--- config.mk ---
export PLATFORM = sky130hd
export DESIGN_NAME = cdih_top
export DESIGN_NICKNAME = d
export VERILOG_FILES = /design/src/core/cdih_pkg.sv /design/src/core/cdih_top.sv
export SDC_FILE = /design/constraint.sdc
export NUM_CORES = 1
export LEC_CHECK = 0
export BUFFER_PORTS_ARGS = -buffer_cell sky130_fd_sc_hd__clkbuf_2
export CAP_MARGIN = 25
export CORE_MARGIN = 10
export CORE_UTILIZATION = 55
export CTS_BUF_LIST = sky130_fd_sc_hd__clkbuf_2
export DETAILED_ROUTE_END_ITERATION = 7
export PLACE_DENSITY = 0.85
export REMOVE_ABC_BUFFERS = 1
export SLEW_MARGIN = 10
export SYNTH_ARGS = -nofsm -noshare
export SYNTH_HDL_FRONTEND = slang
export SYNTH_HIERARCHICAL = 1
export SYNTH_SLANG_ARGS = --single-unit
--- constraint.sdc ---
create_clock -name core_clk -period 6.2 [get_ports core_clk]
set_input_delay 0 -clock core_clk [delete_from_list [all_inputs] [get_ports core_clk]]
set_output_delay 0 -clock core_clk [all_outputs]
set_load 0.02 [all_outputs]
--- src/core/cdih_pkg.sv ---
// constants for the configurable digital input handler
package cdih_pkg;

    ////////////////////////////////////////////////////////////////////////////
    // sizes
    localparam int NUM_CH = 8;
    localparam int CODE_W = 8;
    localparam int ADDR_W = 8;
    localparam int DATA_W = 32;
    localparam int CNT_W  = 8;

    ////////////////////////////////////////////////////////////////////////////
    // function codes and reset values
    localparam logic [7:0] FUNC_NULL = 8'h00;
    localparam logic [7:0] CFG_RST   = 8'h00;
    localparam logic [7:0] DEB_RST   = 8'h01;
    localparam logic [7:0] INV_RST   = 8'h00;
    localparam logic [7:0] CTRL_RST  = 8'h00;
    localparam int CTRL_LEVEL_BIT    = 0;

    ////////////////////////////////////////////////////////////////////////////
    // register map, byte addresses
    localparam int GLOBAL_BIT = 7;
    localparam int CH_MSB     = 6;
    localparam int CH_LSB     = 4;
    localparam int SEL_MSB    = 3;
    localparam int SEL_LSB    = 2;
    localparam logic [7:0] CH_STRIDE = 8'h10;
    localparam logic [7:0] OFS_CFG   = 8'h00;
    localparam logic [7:0] OFS_DEB   = 8'h04;
    localparam logic [7:0] OFS_INV   = 8'h08;
    localparam logic [7:0] OFS_CTRL  = 8'h0c;
    localparam logic [1:0] SEL_CFG   = OFS_CFG[SEL_MSB:SEL_LSB];
    localparam logic [1:0] SEL_DEB   = OFS_DEB[SEL_MSB:SEL_LSB];
    localparam logic [1:0] SEL_INV   = OFS_INV[SEL_MSB:SEL_LSB];
    localparam logic [1:0] SEL_CTRL  = OFS_CTRL[SEL_MSB:SEL_LSB];
    localparam logic [7:0] OFS_STATUS  = 8'h80;
    localparam logic [7:0] OFS_LEVELS  = 8'h84;
    localparam logic [7:0] OFS_POWERUP = 8'h88;
    localparam int STAT_ERR_BIT  = 0;
    localparam int STAT_EN_BIT   = 1;
    localparam int PWR_NVM_BIT   = 0;

    ////////////////////////////////////////////////////////////////////////////
    // timing
    localparam int CLK_PERIOD_NS  = 40;
    localparam int TICK_PERIOD_NS = 1000;
    localparam int TICK_CYCLES    = TICK_PERIOD_NS / CLK_PERIOD_NS;
    localparam int TICK_W         = 8;

endpackage

--- src/core/cdih_top.sv ---
// digital input conditioning, dispatch and register slave
`timescale 1ns/1ps

////////////////////////////////////////////////////////////////////////////////
// one input channel: debounce, invert, dispatch
module cdih_chan (
    input  wire logic       core_clk,
    input  wire logic       rst,
    input  wire logic       tick,
    input  wire logic       sample,
    input  wire logic [7:0] deb_count,
    input  wire logic       invert,
    input  wire logic       level_mode,
    input  wire logic       assigned,
    input  wire logic       assign_evt,
    input  wire logic       inv_evt,
    input  wire logic       powerup_evt,
    output logic            call,
    output logic            level
);
    logic       cand_reg;
    logic [7:0] cnt_reg;
    logic       stable_reg;
    logic       stable_prev_reg;
    logic       call_reg;
    logic       level_reg;

    wire        agree     = (sample == cand_reg);
    wire [7:0]  cnt_next  = agree ? ((cnt_reg == 8'hff) ? cnt_reg : cnt_reg + 8'h01)
                                  : 8'h01;
    wire        settled   = (cnt_next >= deb_count);
    wire        edge_seen = (stable_reg != stable_prev_reg);
    wire        trig      = level_mode ? tick : edge_seen;
    wire        call_next = assign_evt | (assigned & (inv_evt | powerup_evt | trig));

    always_ff @(posedge core_clk) begin
        if (rst) begin
            cand_reg        <= 1'b0;
            cnt_reg         <= 8'h00;
            stable_reg      <= 1'b0;
            stable_prev_reg <= 1'b0;
        end else begin
            stable_prev_reg <= stable_reg;
            if (tick) begin
                cand_reg <= sample;
                cnt_reg  <= cnt_next;
                if (settled) begin
                    stable_reg <= sample;
                end
            end
        end
    end

    always_ff @(posedge core_clk) begin
        if (rst) begin
            call_reg  <= 1'b0;
            level_reg <= 1'b0;
        end else begin
            call_reg  <= call_next;
            level_reg <= stable_reg ^ invert;
        end
    end

    assign call  = call_reg;
    assign level = level_reg;
endmodule // cdih_chan

////////////////////////////////////////////////////////////////////////////////
// top: register slave and eight channels
module cdih_top #(
    parameter int NUM_CH = cdih_pkg::NUM_CH
) (
    input  wire logic                             core_clk,
    input  wire logic                             rst,
    input  wire logic [NUM_CH-1:0]                din,
    input  wire logic [cdih_pkg::ADDR_W-1:0]      avs_address,
    input  wire logic                             avs_read,
    input  wire logic                             avs_write,
    input  wire logic [cdih_pkg::DATA_W-1:0]      avs_writedata,
    output logic      [cdih_pkg::DATA_W-1:0]      avs_readdata,
    output logic                                  avs_waitrequest,
    output logic      [NUM_CH-1:0]                handler_call,
    output logic      [NUM_CH-1:0]                handler_level,
    output logic      [NUM_CH*cdih_pkg::CODE_W-1:0] handler_code,
    output logic                                  drive_enable_ok,
    output logic                                  map_error
);
    logic [7:0]                  func_reg [NUM_CH];
    logic [7:0]                  deb_reg  [NUM_CH];
    logic [7:0]                  inv_reg  [NUM_CH];
    logic [7:0]                  ctrl_reg [NUM_CH];
    logic                        wait_reg;
    logic [cdih_pkg::DATA_W-1:0] rdata_reg;
    logic                        err_reg;
    logic                        en_reg;
    logic [cdih_pkg::TICK_W-1:0] tick_cnt_reg;
    logic                        dup;
    logic [7:0]                  rd_chan;
    logic [NUM_CH-1:0]           call_w;
    logic [NUM_CH-1:0]           level_w;

    ////////////////////////////////////////////////////////////////////////////
    // decode
    localparam logic [cdih_pkg::TICK_W-1:0] TICK_LAST =
        cdih_pkg::TICK_W'(cdih_pkg::TICK_CYCLES - 1);

    wire       tick     = (tick_cnt_reg == TICK_LAST);
    wire       is_chan  = ~avs_address[cdih_pkg::GLOBAL_BIT];
    wire [2:0] ch_idx   = avs_address[cdih_pkg::CH_MSB:cdih_pkg::CH_LSB];
    wire [1:0] sel      = avs_address[cdih_pkg::SEL_MSB:cdih_pkg::SEL_LSB];
    wire [7:0] wbyte    = avs_writedata[7:0];
    wire       wr_go    = avs_write & ~wait_reg;
    wire       rd_take  = avs_read & wait_reg;
    wire       wr_cfg   = wr_go & is_chan & (sel == cdih_pkg::SEL_CFG);
    wire       wr_deb   = wr_go & is_chan & (sel == cdih_pkg::SEL_DEB);
    wire       wr_inv   = wr_go & is_chan & (sel == cdih_pkg::SEL_INV);
    wire       wr_ctrl  = wr_go & is_chan & (sel == cdih_pkg::SEL_CTRL);
    wire       wr_stat  = wr_go & (avs_address == cdih_pkg::OFS_STATUS);
    wire       wr_pwr   = wr_go & (avs_address == cdih_pkg::OFS_POWERUP);
    wire       pwr_evt  = wr_pwr & avs_writedata[cdih_pkg::PWR_NVM_BIT];
    wire       conflict = dup & (wbyte != cdih_pkg::FUNC_NULL);
    wire       cfg_ok   = wr_cfg & ~conflict;
    wire       err_set  = wr_cfg & conflict;
    wire       err_clr  = wr_stat & avs_writedata[cdih_pkg::STAT_ERR_BIT];
    wire       err_next = (err_reg & ~err_clr) | err_set;

    // same code on any other channel
    always_comb begin
        dup = 1'b0;
        for (int j = 0; j < NUM_CH; j++) begin
            if ((3'(j) != ch_idx) && (func_reg[j] == wbyte)) begin
                dup = 1'b1;
            end
        end
    end

    always_comb begin
        rd_chan = 8'h00;
        case (sel)
            cdih_pkg::SEL_CFG:  rd_chan = func_reg[ch_idx];
            cdih_pkg::SEL_DEB:  rd_chan = deb_reg[ch_idx];
            cdih_pkg::SEL_INV:  rd_chan = inv_reg[ch_idx];
            cdih_pkg::SEL_CTRL: rd_chan = ctrl_reg[ch_idx];
            default:            rd_chan = 8'h00;
        endcase
    end

    wire [cdih_pkg::DATA_W-1:0] stat_word = {30'h0, en_reg, err_reg};
    wire [cdih_pkg::DATA_W-1:0] lvl_word  = {{(cdih_pkg::DATA_W-NUM_CH){1'b0}}, level_w};
    wire [cdih_pkg::DATA_W-1:0] rd_mux    =
        is_chan                               ? {24'h0, rd_chan} :
        (avs_address == cdih_pkg::OFS_STATUS) ? stat_word :
        (avs_address == cdih_pkg::OFS_LEVELS) ? lvl_word  : 32'h0;

    ////////////////////////////////////////////////////////////////////////////
    // bus slave: one wait cycle per access
    always_ff @(posedge core_clk) begin
        if (rst) begin
            wait_reg  <= 1'b1;
            rdata_reg <= 32'h0;
        end else begin
            wait_reg <= ~((avs_read | avs_write) & wait_reg);
            if (rd_take) begin
                rdata_reg <= rd_mux;
            end
        end
    end

    ////////////////////////////////////////////////////////////////////////////
    // settings, error, enable, tick
    always_ff @(posedge core_clk) begin
        if (rst) begin
            for (int k = 0; k < NUM_CH; k++) begin
                func_reg[k] <= cdih_pkg::CFG_RST;
                deb_reg[k]  <= cdih_pkg::DEB_RST;
                inv_reg[k]  <= cdih_pkg::INV_RST;
                ctrl_reg[k] <= cdih_pkg::CTRL_RST;
            end
        end else begin
            for (int k = 0; k < NUM_CH; k++) begin
                if (3'(k) == ch_idx) begin
                    if (cfg_ok)  func_reg[k] <= wbyte;
                    if (wr_deb)  deb_reg[k]  <= wbyte;
                    if (wr_inv)  inv_reg[k]  <= wbyte;
                    if (wr_ctrl) ctrl_reg[k] <= wbyte;
                end
            end
        end
    end

    always_ff @(posedge core_clk) begin
        if (rst) begin
            err_reg      <= 1'b0;
            en_reg       <= 1'b0;
            tick_cnt_reg <= '0;
        end else begin
            err_reg      <= err_next;
            en_reg       <= din[0];
            tick_cnt_reg <= tick ? '0 : tick_cnt_reg + 1'b1;
        end
    end

    ////////////////////////////////////////////////////////////////////////////
    // channels
    genvar g;
    generate
        for (g = 0; g < NUM_CH; g++) begin : g_ch
            wire sel_me     = (ch_idx == 3'(g));
            wire assigned   = (func_reg[g] != cdih_pkg::FUNC_NULL);
            // only on assignment from FUNC_NULL, never when an assigned code is changed
            wire assign_evt = cfg_ok & sel_me & ~assigned
                              & (wbyte != cdih_pkg::FUNC_NULL);
            wire inv_evt    = wr_inv & sel_me & (wbyte != inv_reg[g]);

            cdih_chan u_chan (
                .core_clk    (core_clk),
                .rst         (rst),
                .tick        (tick),
                .sample      (din[g]),
                .deb_count   (deb_reg[g]),
                .invert      (inv_reg[g] != 8'h00),
                .level_mode  (ctrl_reg[g][cdih_pkg::CTRL_LEVEL_BIT]),
                .assigned    (assigned),
                .assign_evt  (assign_evt),
                .inv_evt     (inv_evt),
                .powerup_evt (pwr_evt),
                .call        (call_w[g]),
                .level       (level_w[g])
            );
            assign handler_code[g*cdih_pkg::CODE_W +: cdih_pkg::CODE_W] = func_reg[g];
        end
    endgenerate

    ////////////////////////////////////////////////////////////////////////////
    // outputs
    assign avs_readdata    = rdata_reg;
    assign avs_waitrequest = wait_reg;
    assign handler_call    = call_w;
    assign handler_level   = level_w;
    assign drive_enable_ok = en_reg;
    assign map_error       = err_reg;
endmodule // cdih_top

# ---- Word-level counts from Yosys, hierarchy flattened
# Memory sizes are Yosys's and may differ from the RTL's.
# Index checks and enable logic that the tools add are counted.
dict set report totals {
  ff_bits 147
  ramBits 256
  input_bits 52
  output_inout_bits 115
  elab_cells 492
  mem_count 4
}
dict set report op_classes {
  n_addsub 9
  order_cmp 8
  eq_ne 68
  mux 170
  bitwise 143
  reduce_logical 37
}
# memory depth width read_ports rd_clocked_by_memory_dff wr line
set mem_list {}
lappend mem_list {ctrl_reg 8 8 9 0 8 cdih_top.sv:91} ;# logic [7:0] ctrl_reg [NUM_CH];
lappend mem_list {deb_reg 8 8 9 0 8 cdih_top.sv:89} ;# logic [7:0] deb_reg [NUM_CH];
lappend mem_list {func_reg 8 8 9 0 8 cdih_top.sv:88} ;# logic [7:0] func_reg [NUM_CH];
lappend mem_list {inv_reg 8 8 9 0 8 cdih_top.sv:90} ;# logic [7:0] inv_reg [NUM_CH];
# cell n
set ops {}
lappend ops {{$mux 8} 51}
lappend ops {{$reduce_bool 8->1} 17}
lappend ops {{$mux 1} 118}
lappend ops {{$eq 8x8->1 const B} 11}
lappend ops {{$add 8x1->8 const B} 9}
lappend ops {{$and 1x1->1} 64}
lappend ops {{$eq 8x8->1} 8}
lappend ops {{$ge 8x8->1} 8}
lappend ops {{$ne 8x8->1} 8}
lappend ops {{$or 1x1->1} 58}
lappend ops {{$pmux 8 s4} 1}
lappend ops {{$reduce_and 2->1} 8}
lappend ops {{$not 1->1} 13}
lappend ops {{$eq 3x3->1 const A} 4}
lappend ops {{$eq 3x3->1 const B} 4}
lappend ops {{$ne 3x3->1 const A} 4}
lappend ops {{$eq 1x1->1} 8}
lappend ops {{$eq 8x5->1 const B} 1}
lappend ops {{$logic_and 1x1->1} 8}
lappend ops {{$ne 1x1->1} 8}
lappend ops {{$xor 1x1->1} 8}
lappend ops {{$eq 2x3->1 const A} 2}
lappend ops {{$eq 3x2->1 const B} 2}
lappend ops {{$ne 2x3->1 const A} 2}
lappend ops {{other kinds (9)} 10}

# ---- Depth between registers and ports, before layout
# Gate-level depths: netlist of the first run.
# An unclocked memory read counts as a cell.
dict set report logic_depth {
  ltp_word 19
  mapped_depth 10
  depth_no_buf 10
}

# ---- Cells and area by module
# The synthesis of the first run kept the hierarchy.
# module instances cells_each area_each_um2 seq_area_each_um2
set by_module_without_submodules {}
lappend by_module_without_submodules {cdih_top 1 1115 14317.5 8067.7}
lappend by_module_without_submodules {{cdih_chan at g_ch[1].u_chan ...} 6 120 974.7 260.2}
lappend by_module_without_submodules {{cdih_chan at g_ch[0].u_chan ...} 2 120 972.2 260.2}

# ---- Worst setup path after synthesis of the first run
# No wires, ideal clock.
dict set report synth_path {
  path_type {register to register}
  start {register tick_cnt_reg[0] (netlist name)}
  end {register g_ch[0].u_chan.stable_reg}
  setup_time_ns 0.123
  arrival_time_ns 4.316
  required_ns 6.077
  slack_ns 1.761
  stages_incl_launch_ff 9
  path_buffers 1
  period_less_slack_ns 4.439
  cell_sequence {dfxtp_1 -> inv_1 -> ha_1 -> nor4bb_1 -> buf_4 -> nand3_1 -> o211ai_1 -> a21oi_1 -> mux2_1}
}
dict set report synth_between {
  elab_chain_len 2
}
# item line
set synth_lines {}
lappend synth_lines {{start, declared} cdih_top.sv:96} ;# logic [cdih_pkg::TICK_W-1:0] tick_cnt_reg;
lappend synth_lines {{start signal, assigned} cdih_top.sv:199} ;# tick_cnt_reg <= tick ? '0 : tick_cnt_reg + 1'b1;
lappend synth_lines {{$eq 8x5->1} cdih_top.sv:107} ;# wire tick = (tick_cnt_reg == TICK_LAST);
lappend synth_lines {{named net tick} cdih_top.sv:107}
lappend synth_lines {{$reduce_and 2->1 (no source line)} -}
lappend synth_lines {{end signal, assigned} cdih_top.sv:48} ;# stable_reg <= sample;
lappend synth_lines {{end, declared} cdih_top.sv:23} ;# logic stable_reg;
# The timed path passes the listed nets, and every way through them passes these cells.
# A chain may end at the register's enable or synchronous reset.

==> results of run 1 <==
[worst max path at each step]
stage,slack (ns),endpoint,cells past startpoint
6_report,2.89,func_reg[5][1]$_SDFFCE_PN0P_,4
5_1_grt,2.80,func_reg[0][0]$_SDFFCE_PN0P_,4
4_1_cts,2.98,func_reg[5][3]$_SDFFCE_PN0P_,4
3_5_place_dp,2.62,func_reg[7][3]$_DFFE_PP_,8
3_3_place_gp,2.72,func_reg[7][6]$_DFFE_PP_,8
2_1_floorplan,-3.64,g_ch[0].u_chan/cnt_reg[0]$_SDFFE_PP0P_,7
[cell families after synthesis]
kind of cell,Yosys count
simple gates,745
flops,379
compound gates,319
buf+inv,247
xor+xnor,174
mux,136
fa+ha+maj,74
other cells,1
[cell type report]
cell class / count / area, um2 / share of cell area
multi-input cells: 1472 / 10800 / 0.453
clock inverters: 30 / 128 / 0.00533
well taps: 525 / 657 / 0.0274
repair buffers: 171 / 1100 / 0.0461
flip-flops and latches: 379 / 10100 / 0.424
inverters: 101 / 379 / 0.0158
clock buffers: 137 / 686 / 0.0286
diodes: 2 / 5.00 / 0.000209
[cell usage after synthesis, drive strengths merged, types with 3 or more instances]
library cell and count:
buf 107, and2 11, o221a 16, ha 74
nand4 36, o21bai 8, nand2 95, nor3b 8
nand2b 40, o22ai 3, dfxtp 123, o211ai 10
inv 101, o31ai 18, nor4 65, edfxtp 256
o21a 32, a21o 4, o2111ai 8, nor2 255
nor2b 32, mux2 16, a21oi 99, clkbuf 39
a22oi 16, mux2i 57, nor3 110, o21ai 55
and4 8, mux4 63, nand3 44, and3 26
or2 10, a31oi 26, xor2 103, xnor2 71
a211oi 18
[report_power, final]
group	internal [mW]	switching, mW
clock	0.593	1.04
combinational	0.202	0.379
sequential	2.77	0.0806
[per-layer routing]
layer,vias to the layer above,share of wire,track usage
met4,4,0.059,0.139
met2,1315,0.46,0.411
met3,301,0.13,0.0773
li1,7885,-,-
met1,8396,0.35,0.317
met5,-,0.00042,0
[worst max-delay path: stages (launching register included)]
cell and delay, ns:
dfxtp_1 0.39, or3b_1 0.48, nor2_1 0.75, nand2_1 0.54, o21bai_1 0.72
[repair_timing]
item | 4_1_cts | 5_1_grt
buffers inserted | 0 | 0
endpoints found under the hold margin | 140 | 0
endpoints found under the setup margin | 0 | 0
hold buffers | 38 | 0
[cells in the final DEF (no fill, tap or decap), drive strengths merged, types with 57 or more instances in the layout]
master	count
inv	103
ha	74
mux2i	57
xnor2	71
xor2	103
mux4	63
nand2	95
edfxtp	256
clkbuf	252
nor3	110
nor2	255
nor4	65
dfxtp	123
a21oi	99
==> run metrics, run 1 <==
Via density 6.35; largest net degree at the start of global routing 160; CTS buffer count 93; Tcrit/Tclk final 0.533; Synth Area per Inst approximately 11 um2; RSZ-0062 raised after global routing no; router iterations before antenna repair 6; crit path launch type flip-flop; Hold EP g_ch[5].u_chan/stable_reg$_SDFFE_PP0P_; Final TNS setup 0 ns; Final Hold Fails 0; outcome finished, final reports clean; CP endpoint kind flip-flop; root buf cell clkbuf_2; Non-Filler Instances 2817; max_cap viols 0; Yosys warning count 6; Rows 73; initial antenna violation count 4; Yosys reg bits roughly 380; area grow syn2layout 8.28%; total number of vias ~18k; mux share of post-synthesis cell area 0.0981; # nets final 2344; cell count after synthesis 2075; worst reg-to-reg path cell count 4; EDFF count, synth 256; vias in the first global route 17.3k; share of layout cells above drive strength 1 0.193; Die X 221 um; sequential fraction of the synthesis area 0.459; post-synthesis simple-gate area fraction 0.179; TritonCTS clock tree done; Compound-Gate Fraction of Synth Area 0.0931; placed cell area approximately 23000 um2; die area around 49000 um2; drt drc 0; setup slack, reg-to-reg 2.89 ns; initial core utilization 0.556; fin. max-slew vios 0; Boundary Pins roughly 170; dpl cells ~2.6k; Critical R2R Launch avs_waitrequest$_SDFF_PP1_; fill count 3138; First DRT Iteration DRCs 2450; Leak Pwr between 8 and 9 nW; Pwr Density around 210 nW/um2; mapped cell area ~22000 um2; Global Route Usage Sum 0.260; Critical R2R Capture func_reg[5][1]$_SDFFCE_PN0P_; first-pass GRT wire length 98.3 mm; hold path start din[5]; hold crit path type input pin to flip-flop; fmax a little over 0.3 GHz; final worst setup slack around 2.9 ns; Routed WL per cell ~23 um; headroom to the max-slew limit 0.305; Least-Margin Pin Slew around 1.0 ns; HPWL after detailed placement 44.8 mm; CTS clock-pin slew for the worst setup and hold paths roughly 0.1 ns; H-tree depth reported by CTS 3; GRT Residual Overflow 0; CP Max Fanout 9; Cell variety after synth ~60; CTS resizes 0; Final Cell Area 23900 um2; CP arrival roughly 3.9 ns; Setup crit start avs_waitrequest$_SDFF_PP1_; Synth area leader edfxtp_1; Hold Crit Depth 4; PortBufs roughly 120; Final Core Density 0.603; largest family of logic cells by synthesized area simple AND/OR/NAND/NOR gates; post-synthesis async set-or-reset flop share 0; adder-cell share of the synthesized area 0.0419; final setup fails 0; Yosys top cell area share 0.348; pre-CTS setup slack approximately 2.6 ns; post-synthesis xor/xnor area fraction 0.0716; total length of routed wires around 64 mm; Worst-Skew Late Latency ~1 ns; CP required between 6 and 7 ns; clk sinks ~380; ys flop type edfxtp_1; Final ANT Viol Nets 0; Die H 221 um; Longest Clk Path Bufs 3; routability cong. between 1 and 1.5; clock skew 0.0801 ns; overall power a little over 5 mW; Synth area leaders edfxtp_1 35%, dfxtp_1 11%, mux4_2 6.4%; Min Hold Slack 0.0710 ns; peak supply drop approximately 0.00012 V; min cycle time layout around 3.3 ns; type of the worst setup path flip-flop to flip-flop; core area roughly 40000 um2
(Power assumes the default switching activity.)
==> inputs of run 2 (changes only) <==
--- a/config.mk
+++ b/config.mk
@@ -11,7 +11,7 @@
 export CORE_UTILIZATION = 55
 export CTS_BUF_LIST = sky130_fd_sc_hd__clkbuf_2
 export DETAILED_ROUTE_END_ITERATION = 7
-export PLACE_DENSITY = 0.85
+export PLACE_DENSITY = 0.88
 export REMOVE_ABC_BUFFERS = 1
 export SLEW_MARGIN = 10
 export SYNTH_ARGS = -nofsm -noshare
==> constraint.sdc (replaced) <==
create_clock -name core_clk -period 3 [get_ports core_clk]
set_input_delay 0 -clock core_clk [delete_from_list [all_inputs] [get_ports core_clk]]
set_output_delay 0 -clock core_clk [all_outputs]
set_load 0.02 [all_outputs]
==> run 2 against run 1 <==
  * Via count rose by 4.7%
  * Routed wire length rose by 5.9%
  * Critical path type unchanged
  * Critical path depth rose by 6
  * Sequential cell count did not move
  * Largest power group unchanged
  * Clock skew rose by 0.014 ns
  * Utilization rose by 1.7 points
  * Largest cell class unchanged
  * Register-to-register slack got worse by 2.7 ns
  * Setup slack got worse by 2.7 ns
  * Non-clock buffer count rose by 72
==> run metrics, run 2 (synthesis gave the netlist of run 1 again) <==
CP required about 3.9 ns; headroom to the max-slew limit 0.396; Tcrit/Tclk final 0.929; min cycle time layout 2.79 ns; fmax 0.359 GHz; First DRT Iteration DRCs between 2k and 3k; # nets final roughly 2.4k; routability cong. between 1 and 1.5; Sequential Power Share 0.548; switching power about 3.3 mW; Worst-Skew Late Latency roughly 1.0 ns; Int Pwr 7.52 mW; share of layout cells above drive strength 1 0.210; vias in the first global route around 18k; core area 39700 um2; crit path launch type flip-flop; total number of vias 18.7k; die area about 49000 um2; total length of routed wires between 60 and 70 mm; CTS clock-pin slew for the worst setup and hold paths 0.11 ns; final setup fails 0; type of the worst setup path flip-flop to flip-flop; Routed WL per cell 23.4 um; router iterations before antenna repair 6; Post-CTS Setup Repair Bufs 0; area grow syn2layout 11.4%; clk sinks 379; Longest Clk Path Bufs 3; switching fraction of total power 0.303; first-pass GRT wire length between 100 and 150 mm; Final ANT Viol Nets 0; H-tree depth reported by CTS 3; root buf cell clkbuf_2; CTS buffer count 94; CP Max Fanout 6; PortBufs 118; CP endpoint kind flip-flop; CP arrival about 3.7 ns; overall power between 10 and 15 mW; HPWL after detailed placement 47.1 mm; fill count around 2.9k; max_cap viols 0; Final Cell Area approximately 25000 um2; fin. max-slew vios 0; GRT Residual Overflow 0; initial antenna violation count 2; initial core utilization 0.556; Boundary Pins between 150 and 200; Least-Margin Pin Slew 0.906 ns; largest net degree at the start of global routing 73; most frequent cells in the layout 256 x edfxtp_1, 255 x nor2_1, 237 x clkbuf_2, 123 x dfxtp_1, 99 x a21oi_1; Via density between 6 and 7; Rows 73; peak supply drop approximately 0.00024 V; Global Route Usage Sum 0.272; Combinational Power Share 0.117; Leak Pwr 9.33 nW; hold crit path type input pin to flip-flop; Die H 221 um; outcome finished, final reports clean; commonest non-fill, non-tap cell in the layout edfxtp_1; placed cell area ~23000 um2; RSZ-0062 raised after global routing no; pre-CTS setup slack 0.351 ns; clock skew roughly 0.094 ns; drt drc 0; TritonCTS clock tree done; Final Hold Fails 0; Die X between 200 and 250 um; Pwr Density 438 nW/um2; clock power share 0.335; final worst setup slack ~0.21 ns
## run 2: worst paths after layout
check / from / end / slack, ns / cells after the start
hold reg to reg: tick_cnt_reg[0]$_SDFF_PP0_ / tick_cnt_reg[0]$_SDFF_PP0_ / 0.48 / 1
setup / recovery: g_ch[1].u_chan/cnt_reg[0]$_SDFFE_PP0P_ / g_ch[1].u_chan/stable_reg$_SDFFE_PP0P_ / 0.21 / 10
setup reg to reg: g_ch[1].u_chan/cnt_reg[0]$_SDFFE_PP0P_ / g_ch[1].u_chan/stable_reg$_SDFFE_PP0P_ / 0.21 / 10
hold / removal: rst / g_ch[0].u_chan/stable_prev_reg$_SDFF_PP0_ / 0.08 / 3
## run 2: per-stage QoR
stage / util / TNS (ns) / instances / hold slack (ns)
global route: 0.620 / 0 / 2896 / 0.0449
global placement: 0.584 / 0 / 2670 / 0.217
CTS: 0.619 / 0 / 2895 / 0.0126
finish: 0.620 / 0 / 2896 / 0.0799
detailed placement: 0.584 / 0 / 2670 / 0.244
floorplan: - / -710.82 / 1952 / 0.0691
## run 2: layout make-up
class,instances,area (um2),area share
multi-input cells,1472,10800,0.440
flip-flops and latches,379,10100,0.412
repair buffers,243,1700,0.0690
well taps,525,657,0.0267
clock buffers,122,611,0.0248
inverters,101,379,0.0154
clock inverters,53,292,0.0118
diodes,1,2.50,0.000102
## run 2: critical path, stage by stage, from the launching register on
cell and delay, ns:
dfxtp_1 0.46, ha_1 0.31, nand3_1 0.20, o2111ai_1 0.37
xor2_1 0.20, nor2_1 0.06, ha_1 0.31, a21oi_1 0.14
o211ai_1 0.12, a21oi_1 0.13, mux2_1 0.33
## run 2: power groups by stage
| stage | clock [mW] | combinational [mW] | sequential, mW |
|---|---|---|---|
| 2_1_floorplan | 0 | 0.585 | 6.00 |
| 3_3_place_gp | 0 | 1.11 | 5.99 |
| 3_5_place_dp | 0 | 1.15 | 6.01 |
| 4_1_cts | 3.63 | 1.21 | 5.89 |
| 5_1_grt | 3.91 | 1.31 | 5.91 |
| 6_report | 3.62 | 1.26 | 5.91 |
## run 2: repair_timing
item                                   CTS  global route
endpoints found under the hold margin  345             0
resized for setup                        0             2
hold buffers                            50             0
setup endpoints to repair                0             1
## run 2: routing by layer
| metal | GRT usage | share of wire | vias up | wire length [um] |
|---|---|---|---|---|
| met4 | 0.163 | 0.067 | 2 | 4580 |
| met1 | 0.326 | 0.33 | 8755 | 22500 |
| met5 | 0 | 0.00019 | - | 13 |
| li1 | - | - | 8013 | - |
| met3 | 0.0748 | 0.14 | 395 | 9810 |
| met2 | 0.434 | 0.46 | 1583 | 30900 |
==> inputs of run 3 (changes only) <==
--- a/config.mk
+++ b/config.mk
@@ -10,9 +10,11 @@
 export CORE_MARGIN = 10
 export CORE_UTILIZATION = 55
 export CTS_BUF_LIST = sky130_fd_sc_hd__clkbuf_2
+export CTS_CLUSTER_SIZE = 25
 export DETAILED_ROUTE_END_ITERATION = 7
-export PLACE_DENSITY = 0.88
+export PLACE_DENSITY = 0.85
 export REMOVE_ABC_BUFFERS = 1
+export SETUP_SLACK_MARGIN = 0.4
 export SLEW_MARGIN = 10
 export SYNTH_ARGS = -nofsm -noshare
 export SYNTH_HDL_FRONTEND = slang
==> constraint.sdc (replaced) <==
create_clock -name core_clk -period 3.3 [get_ports core_clk]
set_input_delay 0 -clock core_clk [delete_from_list [all_inputs] [get_ports core_clk]]
set_output_delay 0 -clock core_clk [all_outputs]
set_load 0.02 [all_outputs]
==> run 3 against run 2 <==
  * Sequential power fell by 9.1%
  * Combinational power down 11%
  * Clock-buffer cell count grew 14
  * Clock skew shrank 0.020 ns
  * Critical endpoint is now g_ch[3].u_chan/call$_SDFF_PP0_
  * Largest cell class unchanged
  * Highest routed layer is now met4
==> run metrics, run 3 (synthesis gave the netlist of run 1 again) <==
Top delay family on crit path buffers and inverters; peak supply drop ~0.00025 V; die area roughly 49000 um2; fill count approximately 3.0k; Worst Path Buf+Inv 5; H-tree depth reported by CTS 3; Worst path max stage delay approximately 0.59 ns; PortBufs 118; max_cap viols 0; # nets final between 2k and 2.5k; Longest Clk Path Bufs 3; RSZ-0062 raised after global routing yes; Routed WL per cell roughly 23 um; Leak Pwr 9.28 nW; fmax about 0.35 GHz; Least-Margin Pin Slew about 0.78 ns; total length of routed wires 65.1 mm; Die H roughly 220 um; GRT Residual Overflow 0; Final Hold Fails 0; Rows 73; Worst-Skew Late Latency 1.02 ns; CP arrival ~3.8 ns; vias in the first global route ~18k; Global Route Usage Sum 0.262; crit path launch type input pin; Pwr Density roughly 400 nW/um2; share of layout cells above drive strength 1 0.207; CTS buffer count between 90 and 100; Die X around 220 um; drt drc 0; slowest library cell on the worst path dlygate4sd3_1; CP required 4.25 ns; hold crit path type input pin to flip-flop; total number of vias roughly 18k; type of the worst setup path input pin to flip-flop; root buf cell clkbuf_2; CP endpoint kind flip-flop; Post-CTS Setup Repair Bufs 0; initial core utilization 0.556; headroom to the max-slew limit 0.481; router iterations before antenna repair 6; largest net degree at the start of global routing just over 90; core area 39700 um2; min cycle time layout 2.89 ns; CP Max Fanout 16; first-pass GRT wire length slightly below 100 mm; commonest non-fill, non-tap cell in the layout edfxtp_1; final setup fails 0; Final ANT Viol Nets 0; dpl cells about 2.6k; First DRT Iteration DRCs approximately 2.3k; Non-Filler Instances 2880; Via density around 6.3; clock skew between 0.07 and 0.08 ns; Boundary Pins 167; most frequent cells in the layout 256 x edfxtp_1, 255 x nor2_1, 251 x clkbuf_2, 123 x dfxtp_1, 99 x a21oi_1; HPWL after detailed placement 46.4 mm; Top cell by count, worst path dlygate4sd3_1; Critical Path, Cell by Cell dlygate4sd3_1 -> buf_4 -> nor2b_4 -> dlygate4sd3_1 -> nor2b_1 -> nor3_1 -> nor4_4 -> nand4_4 -> nor4_1 -> inv_1 -> a21oi_1 -> dlygate4sd3_1; area grow syn2layout 10.7%; overall power a little under 10 mW; clk sinks between 300 and 400; Tcrit/Tclk final 0.876; initial antenna violation count 5; routability cong. 1.03; fin. max-slew vios 0; outcome finished, final reports clean; CTS clock-pin slew for the worst setup and hold paths roughly 0.09 ns; TritonCTS clock tree done
==> run 3: cell count changes in the layout (fill, tap and decap cells not counted), moves of 2 or more <==
cell	before	now
buf_4	75	53
clkbuf_2	237	251
clkinvlp_4	5	0
o21bai_1	8	4
o21bai_2	0	4
clkinv_2	13	10
o2111ai_1	8	5
o2111ai_2	0	3
clkinv_1	31	29
diode_2	1	3
inv_2	9	11
==> run 3: worst reg2reg max path, stage by stage, from the launching register on <==
cell           delay, ns
dfxtp_1             0.35
inv_1               0.06
ha_1                0.14
nor4bb_4            0.33
buf_12              0.39
inv_2               0.27
mux2i_1             0.46
o31ai_1             0.15
a21oi_1             0.15
dlygate4sd3_1       0.56
==> run 3: through the flow <==
step	TNS (ns)	utilization	hold WS, ns	setup slack [ns]	cell area, um2
floorplan	-648.72	-	0.0691	-6.54	21300
global placement	0	0.580	0.215	0.619	23000
detailed placement	0	0.580	0.230	0.549	23000
CTS	0	0.615	0.0119	0.438	24400
global route	0	0.616	0.0572	0.178	24500
finish	0	0.616	0.0600	0.409	24500
==> run 3: cell type report <==
cell class | count | area [um2] | share of cell area
Timing Repair Buffer | 221 | 1530 | 0.0627
Antenna cell | 3 | 7.51 | 0.000307
Multi-Input combinational cell | 1472 | 10900 | 0.444
Clock buffer | 136 | 681 | 0.0278
Inverter | 101 | 379 | 0.0155
Sequential cell | 379 | 10100 | 0.415
Tap cell | 525 | 657 | 0.0268
Clock inverter | 43 | 200 | 0.00818
==> run 3: report_power, final <==
group / leakage (nW) / switching (mW) / internal, mW / total, mW
clock: 0.676 / 2.00 / 1.21 / 3.21
combinational: 5.00 / 0.719 / 0.400 / 1.12
sequential: 3.60 / 0.157 / 5.21 / 5.37
==> run 3: worst paths after layout <==
path,from,endpoint,slack [ns],cells past startpoint
min reg2reg,tick_cnt_reg[0]$_SDFF_PP0_,tick_cnt_reg[0]$_SDFF_PP0_,0.49,1
min,din[7],g_ch[7].u_chan/stable_reg$_SDFFE_PP0P_,0.06,4
max,avs_address[4],g_ch[3].u_chan/call$_SDFF_PP0_,0.41,12
max reg2reg,tick_cnt_reg[0]$_SDFF_PP0_,g_ch[3].u_chan/call$_SDFF_PP0_,0.43,9
==> run 3: what timing repair did <==
action / CTS / global route
gates resized for setup: 0 / 8
endpoints found under the setup margin: 0 / 31
hold buffers: 50 / 0
endpoints found under the hold margin: 340 / 0
==> run 3: metal layers <==
metal / up-vias / global-route usage / routed length (um)
li1: 7990 / - / -
met1: 8551 / 0.312 / 22300
met2: 1322 / 0.423 / 30100
met3: 293 / 0.0736 / 8920
met4: 0 / 0.146 / 3770
met5: - / 0 / 0
